`config.mk`:
```
export PLATFORM = sky130hd
export DESIGN_NAME = sac_port
export DESIGN_NICKNAME = d
export VERILOG_FILES = /design/src/rtl/sac_pkg.sv /design/src/rtl/sac_port.sv
export SDC_FILE = /design/constraint.sdc
export NUM_CORES = 1
export LEC_CHECK = 0
export BUFFER_PORTS_ARGS = -buffer_cell sky130_fd_sc_hd__clkbuf_2
export CORE_AREA = 2 2 118 235
export DETAILED_ROUTE_END_ITERATION = 10
export DIE_AREA = 0 0 120 237
export PLACE_DENSITY = 0.48
export SYNTH_ARGS = -nofsm -noshare
export SYNTH_HDL_FRONTEND = slang
export SYNTH_SLANG_ARGS = --single-unit
```
`constraint.sdc`:
```
create_clock -name clk_in -period 3.4 [get_ports clk_in]
set_input_delay 0.68 -clock clk_in [delete_from_list [all_inputs] [get_ports clk_in]]
set_output_delay 0.68 -clock clk_in [all_outputs]
set_load 0.02 [all_outputs]
```
`src/rtl/sac_pkg.sv`:
```
package sac_pkg;
  // clock and timing
  localparam int CLK_PERIOD_NS = 50;
  localparam int CS_SETUP_NS = 1000;
  localparam int CS_SETUP_CYC = (CS_SETUP_NS + CLK_PERIOD_NS - 1) /
                                CLK_PERIOD_NS;
  localparam int CONV_TIME_NS = 10000;
  localparam int CONV_CYC = CONV_TIME_NS / CLK_PERIOD_NS;
  localparam int ABORT_WINDOW_NS = 5000;
  localparam int ABORT_CYC = ABORT_WINDOW_NS / CLK_PERIOD_NS;
  // widths
  localparam int RES_W = 12;
  localparam int CMD_W = 8;
  localparam int ADDR_W = 4;
  localparam int OUT_W = 16;
  localparam int CNT_W = 5;
  localparam int TMR_W = 16;
  localparam int ST_W = 3;
  // transfer framing
  localparam logic [CNT_W-1:0] SAMPLE_EDGE = 5'h04;
  localparam logic [CNT_W-1:0] ADDR_LAST_RISE = 5'h03;
  localparam logic [CNT_W-1:0] LEN_8 = 5'h08;
  localparam logic [CNT_W-1:0] LEN_12 = 5'h0c;
  localparam logic [CNT_W-1:0] LEN_16 = 5'h10;
  localparam logic [1:0] LEN_CODE_8 = 2'h1;
  localparam logic [1:0] LEN_CODE_16 = 2'h3;
  // command field positions
  localparam int CMD_LEN_LSB = 2;
  localparam int CMD_LSBF_BIT = 1;
  localparam int CMD_BIP_BIT = 0;
  // self-test addresses and codes
  localparam logic [ADDR_W-1:0] ADDR_TEST_MID = 4'hb;
  localparam logic [ADDR_W-1:0] ADDR_TEST_ZERO = 4'hc;
  localparam logic [ADDR_W-1:0] ADDR_TEST_FULL = 4'hd;
  localparam logic [RES_W-1:0] CODE_MID = 12'h800;
  localparam logic [RES_W-1:0] CODE_ZERO = 12'h000;
  localparam logic [RES_W-1:0] CODE_FULL = 12'hfff;
  // register map
  localparam logic [7:0] REG_CTRL = 8'h00;
  localparam logic [7:0] REG_RESULT = 8'h04;
  localparam logic [7:0] REG_STATUS = 8'h08;
  localparam logic [7:0] REG_MASK = 8'h0c;
  localparam logic [31:0] CTRL_RST = 32'h00000001;
  localparam logic [ST_W-1:0] MASK_RST = 3'h0;
  localparam int CTRL_EN_BIT = 0;
  localparam int ST_CONV = 0;
  localparam int ST_XFER = 1;
  localparam int ST_ABORT = 2;
  localparam int RES_CHAN_LSB = 12;
  localparam int RES_BUSY_BIT = 16;

  typedef struct packed {
    logic select_n;
    logic shift_clock;
    logic cmd;
  } sac_link_in_type;

  typedef struct packed {
    logic [1:0] len;
    logic lsb_first;
    logic bipolar;
  } sac_fmt_type;

  typedef struct packed {
    logic [ADDR_W-1:0] channel;
    logic [RES_W-1:0] code;
  } sac_result_type;
endpackage : sac_pkg

```
`src/rtl/sac_port.sv`:
```
// Our own choices: the register addresses and the APB interface to the registers.
`timescale 1ns/1ps
module sac_port
  import sac_pkg::*;
(
  // clock and reset
  input wire logic clk_in,
  input wire logic resetn_in,
  // apb slave
  input wire logic [7:0] paddr_in,
  input wire logic psel_in,
  input wire logic penable_in,
  input wire logic pwrite_in,
  input wire logic [31:0] pwdata_in,
  output logic [31:0] prdata_out,
  output logic pready_out,
  output logic pslverr_out,
  // serial link
  input wire sac_link_in_type link_in,
  output logic result_data_out,
  output logic result_oe_out,
  output logic conv_done_out,
  // analog core
  input wire logic [RES_W-1:0] analog_level_in,
  input wire logic above_ref_in,
  input wire logic below_ref_in,
  output logic [ADDR_W-1:0] analog_channels_sel_out,
  output logic sample_active_out,
  // interrupt
  output logic irq_out
);
  typedef enum logic [1:0] {L_OFF, L_SETUP, L_SHIFT, L_HOLD} sac_lst_type;
  typedef enum logic {C_IDLE, C_CONV} sac_cst_type;

  function automatic logic [CNT_W-1:0] len_of(input logic [1:0] code);
    if (code == LEN_CODE_8) return LEN_8;
    if (code == LEN_CODE_16) return LEN_16;
    return LEN_12;
  endfunction : len_of

  // result aligned to the top of the output shifter
  function automatic logic [OUT_W-1:0] fmt_word(input sac_result_type r,
                                                input sac_fmt_type f);
    logic [RES_W-1:0] c;
    c = r.code;
    if (f.bipolar) c[RES_W-1] = ~c[RES_W-1];
    if (f.lsb_first) c = {<<{c}};
    return {c, {(OUT_W-RES_W){1'b0}}};
  endfunction : fmt_word

  function automatic logic [RES_W-1:0] conv_code(input logic [ADDR_W-1:0] a,
                                                 input logic [RES_W-1:0] lv,
                                                 input logic hi,
                                                 input logic lo);
    if (a == ADDR_TEST_MID) return CODE_MID;
    if (a == ADDR_TEST_ZERO) return CODE_ZERO;
    if (a == ADDR_TEST_FULL) return CODE_FULL;
    if (hi) return CODE_FULL;
    if (lo) return CODE_ZERO;
    return lv;
  endfunction : conv_code

  // pin synchronisers
  logic sel_s1_reg, sel_s2_reg, sel_d_reg;
  logic clk_s1_reg, clk_s2_reg, clk_d_reg;
  logic cmd_s1_reg, cmd_s2_reg;
  always_ff @(posedge clk_in or negedge resetn_in) begin
    if (!resetn_in) begin
      sel_s1_reg <= 1'b1;
      sel_s2_reg <= 1'b1;
      sel_d_reg <= 1'b1;
      clk_s1_reg <= 1'b0;
      clk_s2_reg <= 1'b0;
      clk_d_reg <= 1'b0;
      cmd_s1_reg <= 1'b0;
      cmd_s2_reg <= 1'b0;
    end else begin
      sel_s1_reg <= link_in.select_n;
      sel_s2_reg <= sel_s1_reg;
      sel_d_reg <= sel_s2_reg;
      clk_s1_reg <= link_in.shift_clock;
      clk_s2_reg <= clk_s1_reg;
      clk_d_reg <= clk_s2_reg;
      cmd_s1_reg <= link_in.cmd;
      cmd_s2_reg <= cmd_s1_reg;
    end
  end

  logic sel_fall, sel_high, sclk_rise, sclk_fall;
  assign sel_fall = !sel_s2_reg && sel_d_reg;
  assign sel_high = sel_s2_reg;
  assign sclk_rise = clk_s2_reg && !clk_d_reg;
  assign sclk_fall = !clk_s2_reg && clk_d_reg;

  sac_lst_type lst_reg, lst_next;
  sac_cst_type cst_reg, cst_next;
  logic [CNT_W-1:0] rise_cnt_reg, rise_cnt_next, fall_cnt_reg, fall_cnt_next;
  logic [TMR_W-1:0] tmr_reg, tmr_next, conv_cnt_reg, conv_cnt_next;
  logic [CMD_W-1:0] cmd_reg, cmd_next;
  logic [ADDR_W-1:0] chan_reg, chan_next;
  logic [OUT_W-1:0] out_reg, out_next;
  logic oe_reg, oe_next, sample_reg, sample_next, done_reg, done_next;
  sac_result_type res_reg, res_next, conv_res;
  sac_fmt_type res_fmt_reg, res_fmt_next, conv_fmt_reg, conv_fmt_next;
  logic [ADDR_W-1:0] conv_chan_reg, conv_chan_next;
  logic [31:0] ctrl_reg, ctrl_next, rdata_reg, rdata_next;
  logic [ST_W-1:0] stat_reg, stat_next, mask_reg, mask_next, ev;
  logic slverr_reg, slverr_next;
  logic [CNT_W-1:0] fall_n;
  logic conv_go, setup_ph, access_ph, mapped;

  always_comb begin
    lst_next = lst_reg;
    cst_next = cst_reg;
    rise_cnt_next = rise_cnt_reg;
    fall_cnt_next = fall_cnt_reg;
    tmr_next = tmr_reg;
    conv_cnt_next = conv_cnt_reg;
    cmd_next = cmd_reg;
    chan_next = chan_reg;
    out_next = out_reg;
    oe_next = oe_reg;
    sample_next = sample_reg;
    done_next = done_reg;
    res_next = res_reg;
    res_fmt_next = res_fmt_reg;
    conv_fmt_next = conv_fmt_reg;
    conv_chan_next = conv_chan_reg;
    ev = '0;
    conv_go = 1'b0;
    fall_n = fall_cnt_reg + 5'h01;
    conv_res.channel = conv_chan_reg;
    conv_res.code = conv_code(conv_chan_reg, analog_level_in,
                              above_ref_in, below_ref_in);
    unique case (lst_reg)
      L_OFF: ;
      L_SETUP: begin
        if (tmr_reg == '0) lst_next = L_SHIFT;
        else tmr_next = tmr_reg - 16'h0001;
      end
      L_SHIFT: begin
        if (sclk_rise && rise_cnt_reg < LEN_16) begin
          rise_cnt_next = rise_cnt_reg + 5'h01;
          if (rise_cnt_reg < LEN_8)
            cmd_next = {cmd_reg[CMD_W-2:0], cmd_s2_reg};
          if (rise_cnt_reg == ADDR_LAST_RISE)
            chan_next = {cmd_reg[2:0], cmd_s2_reg};
        end
        if (sclk_fall) begin
          fall_cnt_next = fall_n;
          out_next = {out_reg[OUT_W-2:0], 1'b0};
          if (fall_n == SAMPLE_EDGE) sample_next = 1'b1;
          if (fall_n >= LEN_8 &&
              fall_n == len_of(cmd_reg[CMD_LEN_LSB+1:CMD_LEN_LSB])) begin
            sample_next = 1'b0;
            conv_go = 1'b1;
            lst_next = L_HOLD;
            ev[ST_XFER] = 1'b1;
          end
        end
      end
      L_HOLD: ;
    endcase
    if (sel_high) begin
      lst_next = L_OFF;
      oe_next = 1'b0;
      sample_next = 1'b0;
    end
    if (sel_fall && ctrl_reg[CTRL_EN_BIT]) begin
      lst_next = L_SETUP;
      tmr_next = TMR_W'(CS_SETUP_CYC);
      rise_cnt_next = '0;
      fall_cnt_next = '0;
      sample_next = 1'b0;
      oe_next = 1'b1;
      out_next = fmt_word(res_reg, res_fmt_reg);
    end
    unique case (cst_reg)
      C_IDLE: begin
        if (conv_go) begin
          done_next = 1'b0;
          cst_next = C_CONV;
          conv_cnt_next = '0;
          conv_chan_next = chan_reg;
          conv_fmt_next = sac_fmt_type'(cmd_reg[3:0]);
        end
      end
      C_CONV: begin
        conv_cnt_next = conv_cnt_reg + 16'h0001;
        if (sel_fall && conv_cnt_reg < TMR_W'(ABORT_CYC)) begin
          cst_next = C_IDLE;
          done_next = 1'b1;
          ev[ST_ABORT] = 1'b1;
        end else if (conv_cnt_reg == TMR_W'(CONV_CYC - 1)) begin
          res_next = conv_res;
          res_fmt_next = conv_fmt_reg;
          cst_next = C_IDLE;
          done_next = 1'b1;
          ev[ST_CONV] = 1'b1;
          if (lst_reg == L_HOLD && !sel_high && !sel_fall) begin
            out_next = fmt_word(conv_res, conv_fmt_reg);
            lst_next = L_SHIFT;
            rise_cnt_next = '0;
            fall_cnt_next = '0;
          end
        end
      end
    endcase
  end

  // apb register file
  always_comb begin
    setup_ph = psel_in && !penable_in;
    access_ph = psel_in && penable_in;
    mapped = paddr_in == REG_CTRL || paddr_in == REG_RESULT ||
             paddr_in == REG_STATUS || paddr_in == REG_MASK;
    ctrl_next = ctrl_reg;
    mask_next = mask_reg;
    rdata_next = rdata_reg;
    slverr_next = slverr_reg;
    stat_next = stat_reg;
    if (setup_ph) begin
      slverr_next = !mapped;
      unique case (paddr_in)
        REG_CTRL: rdata_next = ctrl_reg;
        REG_RESULT: begin
          rdata_next = '0;
          rdata_next[RES_W-1:0] = res_reg.code;
          rdata_next[RES_CHAN_LSB+ADDR_W-1:RES_CHAN_LSB] = res_reg.channel;
          rdata_next[RES_BUSY_BIT] = cst_reg == C_CONV;
        end
        REG_STATUS: rdata_next = {29'h0, stat_reg};
        REG_MASK: rdata_next = {29'h0, mask_reg};
        default: rdata_next = '0;
      endcase
    end
    if (access_ph && pwrite_in && paddr_in == REG_CTRL)
      ctrl_next = {31'h0, pwdata_in[CTRL_EN_BIT]};
    if (access_ph && pwrite_in && paddr_in == REG_MASK)
      mask_next = pwdata_in[ST_W-1:0];
    // clear only bits seen by the read; new events win
    if (access_ph && !pwrite_in && paddr_in == REG_STATUS)
      stat_next = stat_reg & ~rdata_reg[ST_W-1:0];
    stat_next = stat_next | ev;
  end

  always_ff @(posedge clk_in or negedge resetn_in) begin
    if (!resetn_in) begin
      lst_reg <= L_OFF;
      cst_reg <= C_IDLE;
      rise_cnt_reg <= '0;
      fall_cnt_reg <= '0;
      tmr_reg <= '0;
      conv_cnt_reg <= '0;
      cmd_reg <= '0;
      chan_reg <= '0;
      out_reg <= '0;
      oe_reg <= 1'b0;
      sample_reg <= 1'b0;
      done_reg <= 1'b1;
      res_reg <= '0;
      res_fmt_reg <= '0;
      conv_fmt_reg <= '0;
      conv_chan_reg <= '0;
      ctrl_reg <= CTRL_RST;
      mask_reg <= MASK_RST;
      stat_reg <= '0;
      rdata_reg <= '0;
      slverr_reg <= 1'b0;
    end else begin
      lst_reg <= lst_next;
      cst_reg <= cst_next;
      rise_cnt_reg <= rise_cnt_next;
      fall_cnt_reg <= fall_cnt_next;
      tmr_reg <= tmr_next;
      conv_cnt_reg <= conv_cnt_next;
      cmd_reg <= cmd_next;
      chan_reg <= chan_next;
      out_reg <= out_next;
      oe_reg <= oe_next;
      sample_reg <= sample_next;
      done_reg <= done_next;
      res_reg <= res_next;
      res_fmt_reg <= res_fmt_next;
      conv_fmt_reg <= conv_fmt_next;
      conv_chan_reg <= conv_chan_next;
      ctrl_reg <= ctrl_next;
      mask_reg <= mask_next;
      stat_reg <= stat_next;
      rdata_reg <= rdata_next;
      slverr_reg <= slverr_next;
    end
  end

  assign result_data_out = out_reg[OUT_W-1];
  assign result_oe_out = oe_reg;
  assign conv_done_out = done_reg;
  assign analog_channels_sel_out = chan_reg;
  assign sample_active_out = sample_reg;
  assign prdata_out = rdata_reg;
  assign pready_out = 1'b1;
  assign pslverr_out = slverr_reg;
  assign irq_out = |(stat_reg & mask_reg);
endmodule : sac_port

```
After elaboration in Yosys (flattened, before gate mapping)

Cells that the tools add are included.

Add/sub/neg operators: 4
$lt $le $gt $ge: 4
Equal/unequal tests: 18
Multiplexer cells: 104
Bitwise logic cells: 8
Reductions and logical operators: 41

Operators with widths:

| operator                                                                | number |
|---|---|
| 16-bit two-way mux                                                      | 11 |
| 12-bit two-way mux                                                      | 12 |
| 5-bit two-way mux                                                       | 20 |
| 17-bit one-hot mux with 4 select lines                                  | 1 |
| 1-bit two-way mux                                                       | 46 |
| 16-bit one-hot mux with 2 select lines                                  | 1 |
| 2-bit two-way mux                                                       | 9 |
| 16-bit by 1-bit adder with 16-bit output (second input constant)        | 1 |
| 16-bit by 8-bit equality test with 1-bit output (second input constant) | 1 |
| 8-bit by 4-bit equality test with 1-bit output (second input constant)  | 2 |
| 1-bit logical AND                                                       | 16 |
| 16-bit logical NOT                                                      | 1 |
| 16-bit by 7-bit < comparator with 1-bit output (second input constant)  | 1 |
| 16-bit by 1-bit subtractor with 16-bit output (second input constant)   | 1 |
| 4-bit equality test (second input constant)                             | 3 |
| 3-bit AND reduction                                                     | 4 |
| 5-bit by 1-bit adder with 5-bit output (second input constant)          | 2 |
| 8-bit by 3-bit equality test with 1-bit output (second input constant)  | 1 |
| 8-bit logical NOT                                                       | 1 |
| 1-bit logical NOT                                                       | 7 |
| 3-bit AND                                                               | 2 |
| 2-bit equality test (second input constant)                             | 3 |
| 2-bit AND reduction                                                     | 3 |
| 3-bit nonzero test                                                      | 2 |
| other kinds (20)                                                        | 28 |

Bits in registers: 144
Input bits: 62
Output and inout port bits: 43
Word-level logic and storage cells: 211

Longest topological paths before layout

Depth in word-level cells: 24
Mapped depth: 9
Depth with buffers taken out: 7

Worst setup path after synthesis

Ideal clock, no wire load.

Path kind: reg2reg
Start: reg fall_cnt_reg[0]
End: reg conv_chan_reg[0]
Library setup time: 0.125 ns
Data arrival time: 2.083 ns
Required time: 3.275 ns
Path slack: 1.192 ns
Cell stages (with the launch flop): 7
Buffers on the path: 0
Clock period less this slack: 2.208 ns
Cell sequence: dfrtp_1 -> ha_1 -> or2_4 -> a2111oi_4 -> nor3b_2 -> nor4_4 -> mux2_2

Longest elaborated chain between the ends: 7
Elaborated cells on any way between the ends: 8
Classes of those cells: add/sub: 1; order compare: 1; eq/ne: 1; mux: 3; reduce/logical: 2

Ends and longest elaborated chain:

| element                                                                                                    | RTL line                         | text |
|---|---|---|
| from (decl)                                                                                                | sac_port.sv:97                   | `logic [CNT_W-1:0] rise_cnt_reg, rise_cnt_next, fall_cnt_reg, fall_cnt_next;` |
| from (signal assigned)                                                                                     | sac_port.sv:274                  | `fall_cnt_reg <= fall_cnt_next;` |
| 5-bit by 1-bit adder with 5-bit output *                                                                   | sac_port.sv:131                  | `fall_n = fall_cnt_reg + 5'h01;` |
| 5-bit by 4-bit greater-or-equal comparator with 1-bit output / 5-bit equality test (equally long branches) | sac_port.sv:153, sac_port.sv:154 |  |
| 1-bit logical AND *                                                                                        | sac_port.sv:153                  | `if (fall_n >= LEN_8 &&` |
| 1-bit two-way mux *                                                                                        | sac_port.sv:153                  |  |
| 1-bit two-way mux *                                                                                        | sac_port.sv:149                  | `if (sclk_fall) begin` |
| 1-bit two-way mux *                                                                                        | sac_port.sv:135                  | `unique case (lst_reg)` |
| 2-bit AND reduction (no source line) *                                                                     | --                               |  |
| to (signal assigned)                                                                                       | sac_port.sv:286                  | `conv_chan_reg <= conv_chan_next;` |
| to (decl)                                                                                                  | sac_port.sv:105                  | `logic [ADDR_W-1:0] conv_chan_reg, conv_chan_next;` |

Every way passes the cells marked *; elsewhere a longest branch is shown, timed or not.
A chain may end at the register's enable or synchronous reset.

Final worst setup path

Start: reg fall_cnt_reg[0]
End: reg conv_fmt_reg[1] (netlist name)

Longest elaborated chain between the ends: 7
Elaborated cells on any way between the ends: 8
Classes of those cells: add/sub: 1; order compare: 1; eq/ne: 1; mux: 3; reduce/logical: 2

Ends and longest elaborated chain:

| element                                                                                                    | RTL line                         | text |
|---|---|---|
| 5-bit by 1-bit adder with 5-bit output *                                                                   | sac_port.sv:131                  |  |
| 5-bit by 4-bit greater-or-equal comparator with 1-bit output / 5-bit equality test (equally long branches) | sac_port.sv:153, sac_port.sv:154 |  |
| 1-bit logical AND *                                                                                        | sac_port.sv:153                  |  |
| 1-bit two-way mux *                                                                                        | sac_port.sv:153                  |  |
| 1-bit two-way mux *                                                                                        | sac_port.sv:149                  |  |
| 1-bit two-way mux *                                                                                        | sac_port.sv:135                  |  |
| 2-bit AND reduction (no source line) *                                                                     | --                               |  |
| to (signal assigned)                                                                                       | sac_port.sv:285                  | `conv_fmt_reg <= conv_fmt_next;` |
| to (decl)                                                                                                  | sac_port.sv:104                  | `sac_fmt_type res_fmt_reg, res_fmt_next, conv_fmt_reg, conv_fmt_next;` |

Marked as above.

==> reports/results.txt <==
Status -> completed
Top Family by Delay on Critical Path -> simple AND/OR/NAND/NOR gates
Vias in the first global route -> 4858
CTS tree -> yes
Fillers -> 2791
Row Count -> 85
Setup repair bufs after CTS -> 0
DRC Markers -> 0
Max reg flops -> 17
Routability-driven placement congestion ratio -> 0.758
Worst r2r path cells -> 6
Vias post-DR -> 4907
Fin crit share -> 72.0%
LEAKAGE -> 3.51 nW
Crit path kind -> flip-flop to flip-flop
Worst VDD drop -> 0.335 mV
PwrDens -> 505 mW/mm^2
Crit path launch type -> flip-flop
Port Buf Inserts -> 59
Largest stage delay, worst path -> 0.49 ns
Die H -> 237 um
Gr usage total -> 11.2%
Longest Clk Path Bufs -> 2
Initial antenna violation count -> 0
Antenna diode count -> 0
Fin nets -> 773
Max H-tree Level -> 4
Vias per inst -> 4.62
Post-synth top area share -> 47.3%
Unique masters post-synth -> 65
Synth Register Bits -> 129
Relative slew slack -> 26.3%
Max-Cap Viols -> 0
RSZ-0062 raised after global routing -> false
Synth area leader -> dfrtp_1
Wire per inst -> 14.4 um
CORE AREA -> 0.0267 mm^2
Setup violators final -> 0
Initial Util -> 24.6%
Max Slew Vio Count -> 0
Crit-path cells -> ha_1 > or2_4 > a2111oi_4 > nor3b_2 > nor4_4 > mux2_2
Cells after synthesis -> 645
Origin of the critical flop-to-flop path -> fall_cnt_reg[0]$_DFF_PN0_
FFs w/ async S/R, synth -> 100%
Critical path fanouts, max -> 7
Critical R2R Capture -> conv_fmt_reg[1]$_DFFE_PN0P_
Worst path slowest cell -> nor4_4
Largest net degree at the start of global routing -> 83
Hold-fix buffers, CTS -> 0
Critical Path AT -> 2.75 ns
Flop-to-flop setup slack -> 0.95 ns
Min Tclk post-route -> 2.45 ns
Setup crit end kind -> flip-flop
Routed wire length -> 15300 um
Die Wd -> 120 um
Synth top area cells -> dfrtp_1 47%, mux2_2 6.4%, nand2_1 4.8%, mux2i_1 3.2%, o21ai_0 3.1%
Final hold viol count -> 0
Syn avg cell area -> 10.2 um^2
Drt pass-1 iters -> 4
CTS Sinks -> 129
Final ANT Viol Nets -> 0
Worst hold margin -> 0.321 ns
Clk_lat worst skew -> 0.42 ns
Post-CTS sizing -> 0
Type of the most critical hold path -> input pin to async pin
Final worst setup slack -> 0.953 ns
Clk slew on worst S/H paths -> 0.06 ns
Die area -> 0.0284 mm^2
Worst-Margin Slew -> 1.11 ns
Post-synth EDFFs -> 0
Clk root buf -> clkbuf_16
Area Overhead vs Synth -> 18.8%
Grt ovf -> 0
Drt first-iter violations -> 145
TritonCTS Buffers -> 17
Fmax -> 0.409 GHz
Worst Path Required -> 3.70 ns
Setup TNS Final -> 0 ns
Yosys warning total -> 0
Seq/Total Area, Yosys -> 49.3%
Share of cells above drive strength 1 -> 22.8%
# IOs -> 105
Mapped cell area -> 0.00656 mm^2
Setup WS pre-CTS -> 0.921 ns
Detail Placement HPWL -> 10600 um
First-pass GRT wire length -> 25600 um
Top_reg_cell synth -> dfrtp_1
Worst path bufs/invs -> 0
Critical path depth -> 6
Setup Skew -> 0.0122 ns
-- worst register-to-register path: cells and delay by family (launching register included) --
| kind | cells | cell delay [ns] |
|---|---|---|
| adders and majority gates | 1 | 0.30 |
| AOI/OAI and AO/OA | 1 | 0.33 |
| DFF | 1 | 0.42 |
| muxes | 1 | 0.40 |
| and+or+nand+nor | 3 | 0.89 |
-- metal layers --
metal | up-vias | global-route usage [%] | wire length [um]
met5 | - | 0 | 0
met4 | 0 | 4.10 | 325
met3 | 17 | 2.43 | 553
met2 | 97 | 18.5 | 7580
met1 | 2402 | 14.2 | 6890
li1 | 2391 | - | -
-- per-stage QoR --
step | power (mW) | std cells | util [%] | instance area [um^2]
2_1_floorplan | 2.01 | 659 | - | 6610
3_3_place_gp | 2.12 | 1031 | 27.0 | 7190
3_5_place_dp | 2.13 | 1031 | 27.0 | 7190
4_1_cts | 4.00 | 1063 | 29.2 | 7790
5_1_grt | 4.14 | 1063 | 29.2 | 7790
6_report | 3.94 | 1063 | 29.2 | 7790
-- cell type report --
| class | instances | area [um^2] | share of cell area (%) |
|---|---|---|---|
| inverter | 12 | 45.0 | 0.578 |
| clock buffer | 17 | 425 | 5.46 |
| timing repair buffer | 69 | 389 | 4.99 |
| tap | 348 | 435 | 5.59 |
| multi-input combinational | 473 | 3090 | 39.7 |
| clock inverter | 15 | 171 | 2.20 |
| sequential | 129 | 3230 | 41.5 |
-- cells in the final DEF (no fill, tap or decap), types with 3 or more instances in the layout --
cell / netlist / routed
clkbuf_16: 0 / 17
nand3b_1: 6 / 6
clkinvlp_4: 0 / 4
o21ai_1: 3 / 3
nor3_1: 12 / 12
ha_1: 9 / 9
or4_1: 5 / 5
buf_4: 16 / 9
o21ai_0: 40 / 40
nand4_1: 5 / 5
a31oi_1: 7 / 7
o22ai_1: 3 / 3
conb_1: 2 / 16
a21oi_1: 25 / 25
dfrtp_1: 124 / 124
nor2_1: 30 / 30
inv_1: 10 / 10
nor4_4: 3 / 3
nor4_1: 9 / 9
or2_2: 7 / 7
mux2_2: 37 / 37
mux2i_1: 21 / 21
inv_6: 0 / 6
dfstp_2: 5 / 5
a22o_1: 14 / 14
nand3_1: 36 / 36
and3_1: 4 / 4
nand2_1: 84 / 84
or3_1: 12 / 12
nand2b_1: 16 / 16
xor2_1: 7 / 7
nor4b_1: 5 / 5
nor2b_1: 5 / 5
clkbuf_2: 1 / 58
xnor2_1: 14 / 14
-- how the worst max path moves through the flow --
stage	start	to	slack, ns
2_1_floorplan	fall_cnt_reg[0]$_DFF_PN0_	conv_chan_reg[0]$_DFFE_PN0P_	1.19
3_3_place_gp	paddr_in[5]	stat_reg[2]$_DFF_PN0_	0.92
6_report	fall_cnt_reg[0]$_DFF_PN0_	conv_fmt_reg[1]$_DFFE_PN0P_	0.95
5_1_grt	fall_cnt_reg[0]$_DFF_PN0_	conv_cnt_reg[7]$_DFFE_PN0P_	0.72
3_5_place_dp	paddr_in[5]	stat_reg[2]$_DFF_PN0_	0.92
4_1_cts	fall_cnt_reg[0]$_DFF_PN0_	conv_fmt_reg[1]$_DFFE_PN0P_	0.92
-- Yosys cell counts (all sizes together), types with 16 or more instances --
cell / n
o21ai: 43
buf: 26
a21oi: 25
nor2: 31
clkbuf: 19
nand2: 84
mux2: 37
dfrtp: 124
nand3: 36
nand2b: 16
mux2i: 21
-- kinds of logic after synthesis --
family / count (synthesis) / synth area share (%)
xor gates and xnor gates: 21 / 2.80
DFF: 129 / 49.3
and+or+nand+nor: 253 / 20.6
adders and majority gates: 9 / 1.72
AOI/OAI and AO/OA: 115 / 11.1
buffers and inverters: 57 / 4.35
other: 2 / 0.115
muxes: 59 / 9.90
-- where the power goes --
part / switching, mW / internal (mW) / total [mW]
Combinational: 0.229 / 0.158 / 0.386
Sequential: 0.0730 / 1.64 / 1.71
Clock: 0.741 / 1.10 / 1.84
Total: 1.04 / 2.89 / 3.94
Note: power is estimated with default switching activity, not from simulation.
